**config.mk**
```make
export PLATFORM = sky130hd
export DESIGN_NAME = sfsc_top
export DESIGN_NICKNAME = d
export VERILOG_FILES = /design/src/hw/sfsc_pkg.sv /design/src/hw/sfsc_sticky.sv /design/src/hw/sfsc_fault_latch.sv /design/src/hw/sfsc_top.sv
export VERILOG_INCLUDE_DIRS = /design/src /design/src/hw
export SDC_FILE = /design/constraint.sdc
export NUM_CORES = 1
export LEC_CHECK = 0
export BUFFER_PORTS_ARGS = -buffer_cell sky130_fd_sc_hd__buf_2
export CAP_MARGIN = 20
export CORE_AREA = 10 10 175 177
export CTS_CLUSTER_DIAMETER = 200
export DETAILED_ROUTE_END_ITERATION = 8
export DIE_AREA = 0 0 185 187
export HOLD_SLACK_MARGIN = 0.06
export PLACE_DENSITY = 0.43
export SETUP_SLACK_MARGIN = 0.5
export SYNTH_ARGS = -nofsm -noshare
export SYNTH_HDL_FRONTEND = slang
export SYNTH_SLANG_ARGS = --single-unit
```
**constraint.sdc**
```tcl
create_clock -name pclk -period 2.7 [get_ports pclk]
set_input_delay 0 -clock pclk [delete_from_list [all_inputs] [get_ports pclk]]
set_output_delay 0 -clock pclk [all_outputs]
set_load 0.05 [all_outputs]
```
**src/hw/sfsc_regs.svh**
```systemverilog
// Register offsets, bit positions and reset values of the handler state and fault status block.
// Assumes inclusion by name from the package and modules that need the constants.
`ifndef SFSC_REGS_SVH
`define SFSC_REGS_SVH

`define SFSC_OFF_HSC 12'h000
`define SFSC_OFF_FCS 12'h004
`define SFSC_OFF_FADDR 12'h008
`define SFSC_OFF_IRQ_STAT 12'h00C
`define SFSC_OFF_IRQ_EN 12'h010
`define SFSC_OFF_IRQ_CLR 12'h014
`define SFSC_OFF_HARD 12'h018

`define SFSC_HSC_RESET 32'h0000_0000
`define SFSC_FCS_RESET 32'h0000_0000
`define SFSC_ZERO32 32'h0000_0000

// Handler control/state bit positions
`define SFSC_B_USG_EN 18
`define SFSC_B_BUS_EN 17
`define SFSC_B_MEM_EN 16
`define SFSC_B_SVC_PEND 15
`define SFSC_B_BUS_PEND 14
`define SFSC_B_MEM_PEND 13
`define SFSC_B_USG_PEND 12
`define SFSC_B_TICK_ACT 11
`define SFSC_B_DEFER_ACT 10
`define SFSC_B_DBG_ACT 8
`define SFSC_B_SVC_ACT 7
`define SFSC_B_USG_ACT 3
`define SFSC_B_BUS_ACT 1
`define SFSC_B_MEM_ACT 0
`define SFSC_HSC_MASK 32'h0007_FD8B

// Fault cause bit positions
`define SFSC_B_FETCH_VIOL 0
`define SFSC_B_DATA_VIOL 1
`define SFSC_B_MEM_RESTORE 3
`define SFSC_B_MEM_SAVE 4
`define SFSC_B_LAZY_FP 5
`define SFSC_B_MADDR_VALID 7
`define SFSC_B_BADDR_VALID 15
`define SFSC_FCS_MASK 32'h030F_9FBB
`define SFSC_MEM_CAUSE_MASK 32'h0000_00BB
`define SFSC_BUS_CAUSE_MASK 32'h0000_9F00
`define SFSC_USG_CAUSE_MASK 32'h030F_0000

// Interrupt status bits
`define SFSC_IRQ_W 4
`define SFSC_I_MEM 0
`define SFSC_I_BUS 1
`define SFSC_I_USG 2
`define SFSC_I_HARD 3

`endif

```
**src/hw/sfsc_pkg.sv**
```systemverilog
// Types shared by the handler state and fault status block.
// Assumes the constants header sits next to it.
package sfsc_pkg;
    `include "sfsc_regs.svh"

    typedef enum logic [1:0] {
        SFSC_KIND_MEM = 2'b00,
        SFSC_KIND_BUS = 2'b01,
        SFSC_KIND_USG = 2'b10
    } sfsc_kind_type;

    typedef enum logic [0:0] {
        SFSC_IDLE = 1'b0,
        SFSC_ACCESS = 1'b1
    } sfsc_bus_state_type;
endpackage : sfsc_pkg

```
**src/hw/sfsc_sticky.sv**
```systemverilog
// One sticky bit vector: hardware set, write-one-to-clear, set wins.
// Assumes one clock domain with asynchronous active-low reset.
`timescale 1ns/1ns
module sfsc_sticky
    import sfsc_pkg::*;
#(
    parameter int W = 32
)(
    // Clock and reset
    input wire logic pclk,
    input wire logic presetn,
    // Control
    input wire logic [W-1:0] set_bits,
    input wire logic [W-1:0] clr_bits,
    // State
    output logic [W-1:0] flags
);
    typedef struct packed {
        logic [W-1:0] flags;
    } sfsc_sticky_state_type;

    sfsc_sticky_state_type st_reg;
    sfsc_sticky_state_type st_next;

    always_comb
    begin
        st_next = st_reg;
        st_next.flags = (st_reg.flags & ~clr_bits) | set_bits;
    end

    always_ff @(posedge pclk or negedge presetn)
    begin
        if (!presetn)
            st_reg <= '0;
        else
            st_reg <= st_next;
    end

    assign flags = st_reg.flags;

    sticky_keep_a: assert property (@(posedge pclk) disable iff (!presetn)
        (flags & ~clr_bits) != '0 |=> ((flags & $past(flags & ~clr_bits))
            == $past(flags & ~clr_bits)))
        else $error("sticky flag lost without clear");
    sticky_set_a: assert property (@(posedge pclk) disable iff (!presetn)
        set_bits != '0 |=> (flags & $past(set_bits)) == $past(set_bits))
        else $error("sticky flag not set");
endmodule : sfsc_sticky

```
**src/hw/sfsc_fault_latch.sv**
```systemverilog
// Fault cause recorder: turns fault events into cause flags and the fault address.
// Assumes fault events are one-cycle pulses from core logic on pclk.
`timescale 1ns/1ns
module sfsc_fault_latch
    import sfsc_pkg::*;
(
    // Clock and reset
    input wire logic pclk,
    input wire logic presetn,
    // Fault events
    input wire logic fetch_fault,
    input wire logic data_fault,
    input wire logic [31:0] data_fault_addr,
    input wire logic restore_fault,
    input wire logic save_fault,
    input wire logic lazy_fp_active,
    input wire logic [31:0] bus_cause_set,
    input wire logic [31:0] usage_cause_set,
    // Software side
    input wire logic [31:0] sw_clear,
    input wire logic addr_wr,
    input wire logic [31:0] addr_wdata,
    // State
    output logic [31:0] cause,
    output logic [31:0] fault_addr
);
    typedef struct packed {
        logic [31:0] addr;
    } sfsc_latch_state_type;

    sfsc_latch_state_type st_reg;
    sfsc_latch_state_type st_next;
    logic [31:0] set_bits;
    logic mem_event;

    always_comb
    begin
        mem_event = fetch_fault | data_fault | restore_fault | save_fault;
        set_bits = (bus_cause_set & `SFSC_BUS_CAUSE_MASK)
                 | (usage_cause_set & `SFSC_USG_CAUSE_MASK);
        set_bits[`SFSC_B_FETCH_VIOL] = fetch_fault;
        set_bits[`SFSC_B_DATA_VIOL] = data_fault;
        set_bits[`SFSC_B_MADDR_VALID] = data_fault;
        set_bits[`SFSC_B_MEM_RESTORE] = restore_fault;
        set_bits[`SFSC_B_MEM_SAVE] = save_fault;
        set_bits[`SFSC_B_LAZY_FP] = mem_event & lazy_fp_active;
        st_next = st_reg;
        if (addr_wr)
            st_next.addr = addr_wdata;
        // Only data violations carry a known address
        if (data_fault)
            st_next.addr = data_fault_addr;
    end

    always_ff @(posedge pclk or negedge presetn)
    begin
        if (!presetn)
            st_reg <= '0;
        else
            st_reg <= st_next;
    end

    sfsc_sticky #(.W(32)) u_cause (
        .pclk(pclk),
        .presetn(presetn),
        .set_bits(set_bits),
        .clr_bits(sw_clear & `SFSC_FCS_MASK),
        .flags(cause)
    );

    assign fault_addr = st_reg.addr;

    addr_load_a: assert property (@(posedge pclk) disable iff (!presetn)
        data_fault |=> fault_addr == $past(data_fault_addr) && cause[`SFSC_B_DATA_VIOL])
        else $error("data fault address not captured");
    addr_keep_a: assert property (@(posedge pclk) disable iff (!presetn)
        (fetch_fault || restore_fault || save_fault) && !data_fault && !addr_wr
        |=> $stable(fault_addr))
        else $error("fault address written by non-data fault");
    lazy_flag_a: assert property (@(posedge pclk) disable iff (!presetn)
        !cause[`SFSC_B_LAZY_FP] && !lazy_fp_active |=> !cause[`SFSC_B_LAZY_FP])
        else $error("lazy flag set without lazy save");
endmodule : sfsc_fault_latch

```
**src/hw/sfsc_top.sv**
```systemverilog
// Handler state/control and fault cause status block, an APB slave.
// Assumes fault and handler events are pclk-synchronous pulses from core logic.
//
// The APB register port and the register addresses were chosen for this implementation.
`timescale 1ns/1ns
module sfsc_top
    import sfsc_pkg::*;
(
    // APB clock and reset
    input wire logic pclk,
    input wire logic presetn,
    // APB slave
    input wire logic psel,
    input wire logic penable,
    input wire logic pwrite,
    input wire logic [11:0] paddr,
    input wire logic [31:0] pwdata,
    output logic [31:0] prdata,
    output logic pready,
    output logic pslverr,
    // Fault requests from core
    input wire logic fault_req,
    input wire logic [1:0] fault_kind,
    input wire logic fetch_fault,
    input wire logic data_fault,
    input wire logic [31:0] data_fault_addr,
    input wire logic restore_fault,
    input wire logic save_fault,
    input wire logic lazy_fp_active,
    input wire logic [31:0] bus_cause_set,
    input wire logic [31:0] usage_cause_set,
    // Handler events from core
    input wire logic [31:0] hsc_set,
    input wire logic [31:0] hsc_clr,
    // Handler outputs
    output logic [2:0] fault_take,
    output logic hard_fault,
    output logic irq
);
    typedef struct packed {
        logic [31:0] hsc;
        logic [31:0] rdata;
        logic ready;
        logic slverr;
        logic [`SFSC_IRQ_W-1:0] irq_en;
        logic irq;
        logic [2:0] take;
        logic hard;
        logic [31:0] hard_count;
    } sfsc_state_type;

    sfsc_state_type st_reg;
    sfsc_state_type st_next;

    logic [31:0] cause;
    logic [31:0] fault_addr;
    logic [`SFSC_IRQ_W-1:0] irq_stat;
    logic [`SFSC_IRQ_W-1:0] irq_set;
    logic [`SFSC_IRQ_W-1:0] irq_clr;
    logic [31:0] fcs_clear;
    logic addr_wr;
    logic setup;
    logic wr_en;
    logic handler_on;
    logic escalate;
    logic mapped;

    always_comb
    begin
        setup = psel && !penable;
        wr_en = psel && penable && pwrite && st_reg.ready;
        mapped = (paddr == `SFSC_OFF_HSC) || (paddr == `SFSC_OFF_FCS)
              || (paddr == `SFSC_OFF_FADDR) || (paddr == `SFSC_OFF_IRQ_STAT)
              || (paddr == `SFSC_OFF_IRQ_EN) || (paddr == `SFSC_OFF_IRQ_CLR)
              || (paddr == `SFSC_OFF_HARD);
        case (fault_kind)
            SFSC_KIND_MEM: handler_on = st_reg.hsc[`SFSC_B_MEM_EN];
            SFSC_KIND_BUS: handler_on = st_reg.hsc[`SFSC_B_BUS_EN];
            SFSC_KIND_USG: handler_on = st_reg.hsc[`SFSC_B_USG_EN];
            default: handler_on = 1'b0;
        endcase
        escalate = fault_req && !handler_on;
        fcs_clear = (wr_en && paddr == `SFSC_OFF_FCS) ? pwdata : `SFSC_ZERO32;
        addr_wr = wr_en && paddr == `SFSC_OFF_FADDR;
        irq_clr = (wr_en && paddr == `SFSC_OFF_IRQ_CLR) ? pwdata[`SFSC_IRQ_W-1:0] : '0;
        irq_set = '0;
        irq_set[`SFSC_I_MEM] = fault_req && !escalate && fault_kind == SFSC_KIND_MEM;
        irq_set[`SFSC_I_BUS] = fault_req && !escalate && fault_kind == SFSC_KIND_BUS;
        irq_set[`SFSC_I_USG] = fault_req && !escalate && fault_kind == SFSC_KIND_USG;
        irq_set[`SFSC_I_HARD] = escalate;

        st_next = st_reg;
        // No wait states: ready answers every setup cycle, so a write lands one edge later
        st_next.ready = setup;
        st_next.slverr = setup && !mapped;
        st_next.take = '0;
        st_next.hard = escalate;
        if (fault_req && !escalate)
            st_next.take[fault_kind] = 1'b1;
        // Escalation count wraps rather than saturates; software only watches it move
        if (escalate)
            st_next.hard_count = st_reg.hard_count + 32'h0000_0001;

        // Core updates, then a software write replaces the whole register
        st_next.hsc = ((st_reg.hsc & ~hsc_clr) | hsc_set) & `SFSC_HSC_MASK;
        if (fault_req && !escalate)
        begin
            case (fault_kind)
                SFSC_KIND_MEM: st_next.hsc[`SFSC_B_MEM_PEND] = 1'b1;
                SFSC_KIND_BUS: st_next.hsc[`SFSC_B_BUS_PEND] = 1'b1;
                SFSC_KIND_USG: st_next.hsc[`SFSC_B_USG_PEND] = 1'b1;
                default: st_next.hsc = st_next.hsc;
            endcase
        end
        if (wr_en && paddr == `SFSC_OFF_HSC)
            st_next.hsc = pwdata & `SFSC_HSC_MASK;
        if (wr_en && paddr == `SFSC_OFF_IRQ_EN)
            st_next.irq_en = pwdata[`SFSC_IRQ_W-1:0];
        st_next.irq = |(((irq_stat & ~irq_clr) | irq_set) & st_next.irq_en);

        st_next.rdata = `SFSC_ZERO32;
        if (setup && !pwrite)
        begin
            case (paddr)
                `SFSC_OFF_HSC: st_next.rdata = st_reg.hsc;
                `SFSC_OFF_FCS: st_next.rdata = cause & `SFSC_FCS_MASK;
                `SFSC_OFF_FADDR: st_next.rdata = fault_addr;
                `SFSC_OFF_IRQ_STAT: st_next.rdata[`SFSC_IRQ_W-1:0] = irq_stat;
                `SFSC_OFF_IRQ_EN: st_next.rdata[`SFSC_IRQ_W-1:0] = st_reg.irq_en;
                `SFSC_OFF_HARD: st_next.rdata = st_reg.hard_count;
                default: st_next.rdata = `SFSC_ZERO32;
            endcase
        end
    end

    always_ff @(posedge pclk or negedge presetn)
    begin
        if (!presetn)
        begin
            st_reg <= '0;
            st_reg.hsc <= `SFSC_HSC_RESET;
        end
        else
            st_reg <= st_next;
    end

    sfsc_fault_latch u_latch (
        .pclk(pclk),
        .presetn(presetn),
        .fetch_fault(fetch_fault),
        .data_fault(data_fault),
        .data_fault_addr(data_fault_addr),
        .restore_fault(restore_fault),
        .save_fault(save_fault),
        .lazy_fp_active(lazy_fp_active),
        .bus_cause_set(bus_cause_set),
        .usage_cause_set(usage_cause_set),
        .sw_clear(fcs_clear),
        .addr_wr(addr_wr),
        .addr_wdata(pwdata),
        .cause(cause),
        .fault_addr(fault_addr)
    );

    sfsc_sticky #(.W(`SFSC_IRQ_W)) u_irq (
        .pclk(pclk),
        .presetn(presetn),
        .set_bits(irq_set),
        .clr_bits(irq_clr),
        .flags(irq_stat)
    );

    assign prdata = st_reg.rdata;
    assign pready = st_reg.ready;
    assign pslverr = st_reg.slverr;
    assign fault_take = st_reg.take;
    assign hard_fault = st_reg.hard;
    assign irq = st_reg.irq;

    escalate_hard_a: assert property (@(posedge pclk) disable iff (!presetn)
        fault_req && fault_kind == SFSC_KIND_MEM && !st_reg.hsc[`SFSC_B_MEM_EN]
        |=> hard_fault && fault_take == 3'b000)
        else $error("disabled fault not escalated");
    enabled_take_a: assert property (@(posedge pclk) disable iff (!presetn)
        fault_req && fault_kind == SFSC_KIND_BUS && st_reg.hsc[`SFSC_B_BUS_EN]
        |=> !hard_fault && fault_take[1])
        else $error("enabled fault not taken");
    hsc_write_a: assert property (@(posedge pclk) disable iff (!presetn)
        wr_en && paddr == `SFSC_OFF_HSC |=> st_reg.hsc == ($past(pwdata) & `SFSC_HSC_MASK))
        else $error("handler state write lost");
    hsc_read_a: assert property (@(posedge pclk) disable iff (!presetn)
        setup && !pwrite && paddr == `SFSC_OFF_HSC |=> prdata == $past(st_reg.hsc) && pready)
        else $error("handler state read wrong");
    reserved_zero_a: assert property (@(posedge pclk) disable iff (!presetn)
        (st_reg.hsc & ~`SFSC_HSC_MASK) == '0 && (cause & ~`SFSC_FCS_MASK) == '0)
        else $error("reserved bit set");
    pend_set_a: assert property (@(posedge pclk) disable iff (!presetn)
        fault_req && !escalate && fault_kind == SFSC_KIND_USG && !wr_en
        |=> st_reg.hsc[`SFSC_B_USG_PEND])
        else $error("usage pending not set");
    ready_one_a: assert property (@(posedge pclk) disable iff (!presetn)
        setup |=> pready ##1 !pready)
        else $error("ready timing wrong");
    irq_level_a: assert property (@(posedge pclk) disable iff (!presetn)
        irq == |(irq_stat & st_reg.irq_en))
        else $error("interrupt level wrong");

    // Bus answer checks
    unmapped_err_a: assert property (@(posedge pclk) disable iff (!presetn)
        setup && !mapped |=> pslverr && pready && prdata == `SFSC_ZERO32)
        else $error("unmapped access not refused");
    err_with_ready_a: assert property (@(posedge pclk) disable iff (!presetn)
        pslverr |-> pready)
        else $error("error response without ready");
    rdata_idle_a: assert property (@(posedge pclk) disable iff (!presetn)
        !pready |-> prdata == `SFSC_ZERO32)
        else $error("read data outside access cycle");
    fcs_read_a: assert property (@(posedge pclk) disable iff (!presetn)
        setup && !pwrite && paddr == `SFSC_OFF_FCS
        |=> prdata == $past(cause & `SFSC_FCS_MASK))
        else $error("fault cause read wrong");
    faddr_read_a: assert property (@(posedge pclk) disable iff (!presetn)
        setup && !pwrite && paddr == `SFSC_OFF_FADDR |=> prdata == $past(fault_addr))
        else $error("fault address read wrong");
    count_read_a: assert property (@(posedge pclk) disable iff (!presetn)
        setup && !pwrite && paddr == `SFSC_OFF_HARD |=> prdata == $past(st_reg.hard_count))
        else $error("escalation count read wrong");

    // Register update checks
    irqen_write_a: assert property (@(posedge pclk) disable iff (!presetn)
        wr_en && paddr == `SFSC_OFF_IRQ_EN
        |=> st_reg.irq_en == $past(pwdata[`SFSC_IRQ_W-1:0]))
        else $error("interrupt enable write lost");
    faddr_write_a: assert property (@(posedge pclk) disable iff (!presetn)
        addr_wr && !data_fault |=> fault_addr == $past(pwdata))
        else $error("fault address write lost");
    irq_clear_a: assert property (@(posedge pclk) disable iff (!presetn)
        irq_clr != '0 && irq_set == '0 |=> (irq_stat & $past(irq_clr)) == '0)
        else $error("interrupt status not cleared");
    core_set_a: assert property (@(posedge pclk) disable iff (!presetn)
        hsc_set != '0 && !wr_en
        |=> (st_reg.hsc & $past(hsc_set & `SFSC_HSC_MASK)) == $past(hsc_set & `SFSC_HSC_MASK))
        else $error("core handler state set lost");
    core_clr_a: assert property (@(posedge pclk) disable iff (!presetn)
        hsc_clr != '0 && hsc_set == '0 && !fault_req && !wr_en
        |=> (st_reg.hsc & $past(hsc_clr)) == '0)
        else $error("core handler state clear lost");

    // Fault routing, counting and reset checks
    any_escalate_a: assert property (@(posedge pclk) disable iff (!presetn)
        escalate |=> hard_fault && fault_take == 3'b000)
        else $error("escalated fault also taken");
    usg_escalate_a: assert property (@(posedge pclk) disable iff (!presetn)
        fault_req && fault_kind == SFSC_KIND_USG && !st_reg.hsc[`SFSC_B_USG_EN]
        |=> hard_fault)
        else $error("disabled usage fault not escalated");
    mem_take_a: assert property (@(posedge pclk) disable iff (!presetn)
        fault_req && fault_kind == SFSC_KIND_MEM && st_reg.hsc[`SFSC_B_MEM_EN]
        |=> fault_take == 3'b001 && !hard_fault)
        else $error("enabled memory fault not taken");
    take_onehot_a: assert property (@(posedge pclk) disable iff (!presetn)
        $onehot0(fault_take) && !(hard_fault && fault_take != 3'b000))
        else $error("fault routed twice");
    hard_count_a: assert property (@(posedge pclk) disable iff (!presetn)
        escalate |=> st_reg.hard_count == $past(st_reg.hard_count) + 32'h0000_0001)
        else $error("escalation not counted");
    count_keep_a: assert property (@(posedge pclk) disable iff (!presetn)
        !escalate |=> $stable(st_reg.hard_count))
        else $error("escalation count moved");
    escalate_irq_a: assert property (@(posedge pclk) disable iff (!presetn)
        escalate |=> irq_stat[`SFSC_I_HARD])
        else $error("escalation status not set");
    mem_pend_a: assert property (@(posedge pclk) disable iff (!presetn)
        fault_req && !escalate && fault_kind == SFSC_KIND_MEM && !wr_en
        |=> st_reg.hsc[`SFSC_B_MEM_PEND])
        else $error("memory pending not set");
    bus_pend_a: assert property (@(posedge pclk) disable iff (!presetn)
        fault_req && !escalate && fault_kind == SFSC_KIND_BUS && !wr_en
        |=> st_reg.hsc[`SFSC_B_BUS_PEND])
        else $error("bus pending not set");
    hold_reset_a: assert property (@(posedge pclk)
        $rose(presetn) |-> st_reg.hsc == `SFSC_HSC_RESET)
        else $error("handler state not reset");

    cov_escalate_c: cover property (@(posedge pclk) disable iff (!presetn) hard_fault);
    cov_write_c: cover property (@(posedge pclk) disable iff (!presetn)
        wr_en && paddr == `SFSC_OFF_HSC);
    cov_fcs_clear_c: cover property (@(posedge pclk) disable iff (!presetn) fcs_clear != '0);
    cov_irq_c: cover property (@(posedge pclk) disable iff (!presetn) $rose(irq));
    cov_refuse_c: cover property (@(posedge pclk) disable iff (!presetn) pslverr);
endmodule : sfsc_top

```
# [After elaboration in Yosys (flattened, before gate mapping)]
# Index checks and enable logic that the tools add are counted.
[classes] add_sub_neg=1 multipliers=0 div=0 order_cmp=2 eq_ne=8 n_shift=0 muxes=17 bitwise=15 n_reduce_logical=32
[ops] operator="$pmux 28 s4" n=1
[ops] operator="$mux 32" n=3
[ops] operator="$eq 12x5->1 const B" n=3
[ops] operator="$add 32x1->32 const B" n=1
[ops] operator="$and 32x32->32" n=1
[ops] operator="$not 26->32" n=1
[ops] operator="$or 32x32->32" n=1
[ops] operator="$mux 26" n=1
[ops] operator="$or 16x26->26" n=1
[ops] operator="$eq 12x4->1 const B" n=2
[ops] operator="$pmux 4 s6" n=1
[ops] operator="$and 19x19->19" n=1
[ops] operator="$mux 19" n=1
[ops] operator="$not 19->19" n=1
[ops] operator="$or 19x19->19" n=1
[ops] operator="$logic_and 1x1->1" n=17
[ops] operator="$mux 15" n=1
[ops] operator="$eq 12x3->1 const B" n=1
[ops] operator="$logic_not 12->1" n=1
[ops] operator="$and 4x4->4" n=2
[ops] operator="$mux 4" n=2
[ops] operator="$logic_or 1x1->1" n=6
[ops] operator="$logic_not 1->1" n=5
[ops] operator="$mux 1" n=4
[ops] operator="14 further kinds" n=16
[totals] reg_bits=162 latchBits=0 mem_bits_rw=0 mem_bits_ro=0 input_bits=217 output_inout_bits=39 elab_cells=87 n_memories=0

# [Longest topological paths before layout]
[logic_depth] depth_word=10 mapped_depth=8 depth_no_buf=6

# [Cells and area by module]
# A second synthesis with hierarchy kept.
[unflattened] hier_cells=747 hier_area_um2=7668.6
[modules_own_cells] module="sfsc_top" instances=1 cells_each=498 area_each_um2=4834.6 seq_area_each_um2=2227.1
[modules_own_cells] module="sfsc_fault_latch" instances=1 cells_each=141 area_each_um2=1527.7 seq_area_each_um2=800.8
[modules_own_cells] module="sfsc_sticky at u_latch.u_cause" instances=1 cells_each=96 area_each_um2=1161.1 seq_area_each_um2=800.8
[modules_own_cells] module="sfsc_sticky at u_irq" instances=1 cells_each=12 area_each_um2=145.1 seq_area_each_um2=100.1

# [Worst setup path after synthesis]
# Ideal clock, no wire load.
[synth_path] kind="reg2reg" from="register st_reg (netlist bit pready)" to="register st_reg (netlist bit irq)" setup_time_ns=0.126 arrival_time_ns=2.068 required_ns=2.574 path_slack_ns=0.506 path_stages_with_launch=7 n_path_buf=1 synth_period_minus_slack_ns=2.194 path_cell_list="dfrtp_1 -> and4_1 -> clkbuf_1 -> nand4_1 -> or3b_2 -> a32o_1 -> a221o_1"
[synth_rtl] element="start: declaration" line_no="sfsc_top.sv:52" text="sfsc_state_type st_reg;"
[synth_rtl] element="start signal: assignment" line_no="sfsc_top.sv:144" text="st_reg <= st_next;"

==> results.yml <==
outcome:
  outcome: "finished clean"
pwr:
  vdd_drop_max_v: 0.000343
  powerDensity_nw_per_um2: 550
  p_leak_nw: 4.36
synthesis:
  avgSynthCellArea_sq_um: 10.5
  muxShareOfSynthArea_pct: 6.32
  ys_top_cells_by_area: "dfrtp_1 (54%), mux2i_1 (5.0%), nand2_1 (4.2%)"
  yosys.area_share.simple_pct: 15.1
  synth.top_cell.area_share_pct: 53.8
  synthFlopType: "dfrtp_1"
  synth-async-reset-ratio_pct: 100
  synthCells: 633
  synth_xor_area_share_pct: 4.08
  ys_types: 51
  synth_edf_count: 0
  ys_seq_area_share_pct: 53.8
  ys_ff_latch: 143
  synth-adder-area-share_pct: 0.188
  yosys-top-cells-count: "dfrtp_1 (143), nand2_1 (75), nor2_1 (41)"
  synth_top_family_by_area: "simple AND/OR/NAND/NOR gates"
  synthesis.area_sq_um: 6650
  yosysWarningCount: 0
  synth.most_common_cell: "dfrtp_1"
  syn_nets: 851
  synth_compound_area_share_pct: 13.7
  synth_top_cell_by_area: "dfrtp_1"
grt:
  antenna_found_initial: 0
  grt_pass1_wl_mm: 36.0
  grt_pass1_vias: 6250
  grt-busiest-layer: "met2"
  grt_max_degree: 62
  met2_usage_pct: 21.5
  track_usage_pct: 13.3
  grtUsageMet1_pct: 17.3
  gr-total-overflow: 0
  grtUsageMet3_pct: 3.57
setup_path:
  critPathCaptureType: "flip-flop"
  start_kind: "input pin"
  path_max_fanout: 12
  criticalPathCategory: "in2reg"
  cp.required_ns: 3.00
  worstPathArrival_ns: 2.44
placement:
  hpwl_mm: 15.6
  pre_cts_slack_ns: 0.367
  gp_congestion: 0.782
  io_buffers: 167
  dpl_cell_area_sq_um: 7750
drt:
  avgViaCountPerCell: 4.46
  drt-wirelength-per-cell_um: 17.6
  firstDrtPassIters: 5
  vias: 5725
  routed_wirelength_mm: 22.7
  drt_iter0_markers: 353
  ant_nets: 0
  drc: 0
finish:
  nFillCells: 2716
  final_nets: 1143
  seqCellArea_sq_um: 3580
  antennaDiodeCount: 0
  drive_above_1_share_pct: 26.5
  multiInputGateArea_sq_um: 2680
  area_delta_synth_final_pct: 48.8
  stdcell_area_sq_um: 9890
  largest_reg_flops: 50
floorplan:
  io_pins: 256
  fp.coreArea_sq_um: 27300
  die_w_um: 185
  die_area_sq_um: 34600
  die_h_um: 187
  rows: 61
  initial_core_util_pct: 24.3
timing:
  hold_viol_final: 0
  maxSlewHeadroom_pct: 50.7
  fin_ws_ns: 0.559
  rsz0062_at_grt: "yes"
  clock.fmax_ghz: 0.467
  setup_viol: 0
  period_needed_ns: 2.14
  slew_violations: 0
  tns_ns: 0
  worst_pin_slew_ns: 0.738
  post-route-period-util_pct: 79.3
  skew_ns: 0.00733
clock_tree:
  clk_pin_slew_worst_paths_ns: 0.06
  post_cts.repair.setup_buffers: 0
  ctsHtreeMaxLevel: 4
  cts_tree: "done"
  cts_buffer_depth: 2
  clkSinkCount: 143
  cts_buffers: 17
  root_buffer: "clkbuf_16"
  clock_latency_ns: 0.41
job:
  maxCapViolCount: 0
hold_path:
  hp-class: "in2reg"
cell usage in the layout (no fill, tap or decap), types with 17 or more instances in the layout:
master           n
a21o_1          19
a21oi_1         39
a22oi_1         23
buf_2          166
buf_4           17
clkbuf_16       17
dfrtp_1        143
dlygate4sd3_1  149
mux2i_1         33
nand2_1         74
nor2_1          40
o21ai_1         21
xnor2_1         27
repair_timing:
| action | in CTS | in global routing |
|---|---|---|
| gates resized for setup | 0 | 5 |
| hold buffers | 149 | 0 |
| endpoints found under the hold margin | 138 | 0 |
| pin swaps | 1 | 0 |
| endpoints found under the setup margin | 12 | 15 |
| gates cloned | 1 | 0 |
layer usage:
metal | vias to the layer above | wire (um)
li1 | 2805 | -
met1 | 2788 | 10600
met2 | 125 | 10700
met5 | - | 0
met3 | 7 | 1160
met4 | 0 | 143
stage by stage:
step	power, W	utilization, %	cells	hold WS (ns)
5_1_grt	0.00569	36.2	1284	0.0718
2_1_floorplan	0.00258	-	633	-0.296
3_5_place_dp	0.00284	28.4	1101	0.0464
6_report	0.00544	36.2	1284	0.0662
4_1_cts	0.00551	36.1	1283	0.0474
3_3_place_gp	0.00283	28.4	1101	0.0461
cell type report:
class | count | share of cell area [%]
clock buffer | 20 | 4.62
clock inverter | 12 | 1.58
timing repair buffer | 337 | 25.5
sequential | 143 | 36.2
inverter | 16 | 0.607
multi-input combinational | 410 | 27.1
tap | 346 | 4.38
worst max-delay path: stages:
cell	delay, ns
dlygate4sd3_1	0.53
buf_2	0.28
nor4b_2	0.40
nand4_1	0.32
mux2_2	0.38
a32o_1	0.26
a221o_1	0.27
report_power, final:
part | total [W] | switching (W) | leakage [nW] | internal (W)
combinational | 0.000626 | 0.000277 | 2.32 | 0.000349
sequential | 0.00236 | 0.000107 | 1.75 | 0.00225
clock | 0.00245 | 0.000944 | 0.289 | 0.00151
path summary, 6_finish.rpt:
check / start / endpoint / slack [ns] / cells past startpoint
setup / recovery: paddr[4] / irq / 0.56 / 7
hold reg to reg: u_latch.fault_addr[8] / u_latch.fault_addr[8] / 0.48 / 2
max in group asynchronous: presetn / u_latch.fault_addr[20] / 1.83 / 3
setup reg to reg: st_reg[92] / irq / 0.61 / 5
min in group asynchronous: presetn / prdata[4] / 0.15 / 2
hold / removal: paddr[1] / u_irq.flags[2] / 0.07 / 4
logic make-up after synthesis:
| logic type | after synthesis |
|---|---|
| xor+xnor | 31 |
| flops | 143 |
| fa+ha+maj | 1 |
| mux | 41 |
| simple gates | 198 |
| compound gates | 138 |
| buf+inv | 81 |
No activity file was read; power rests on OpenSTA's default activity.
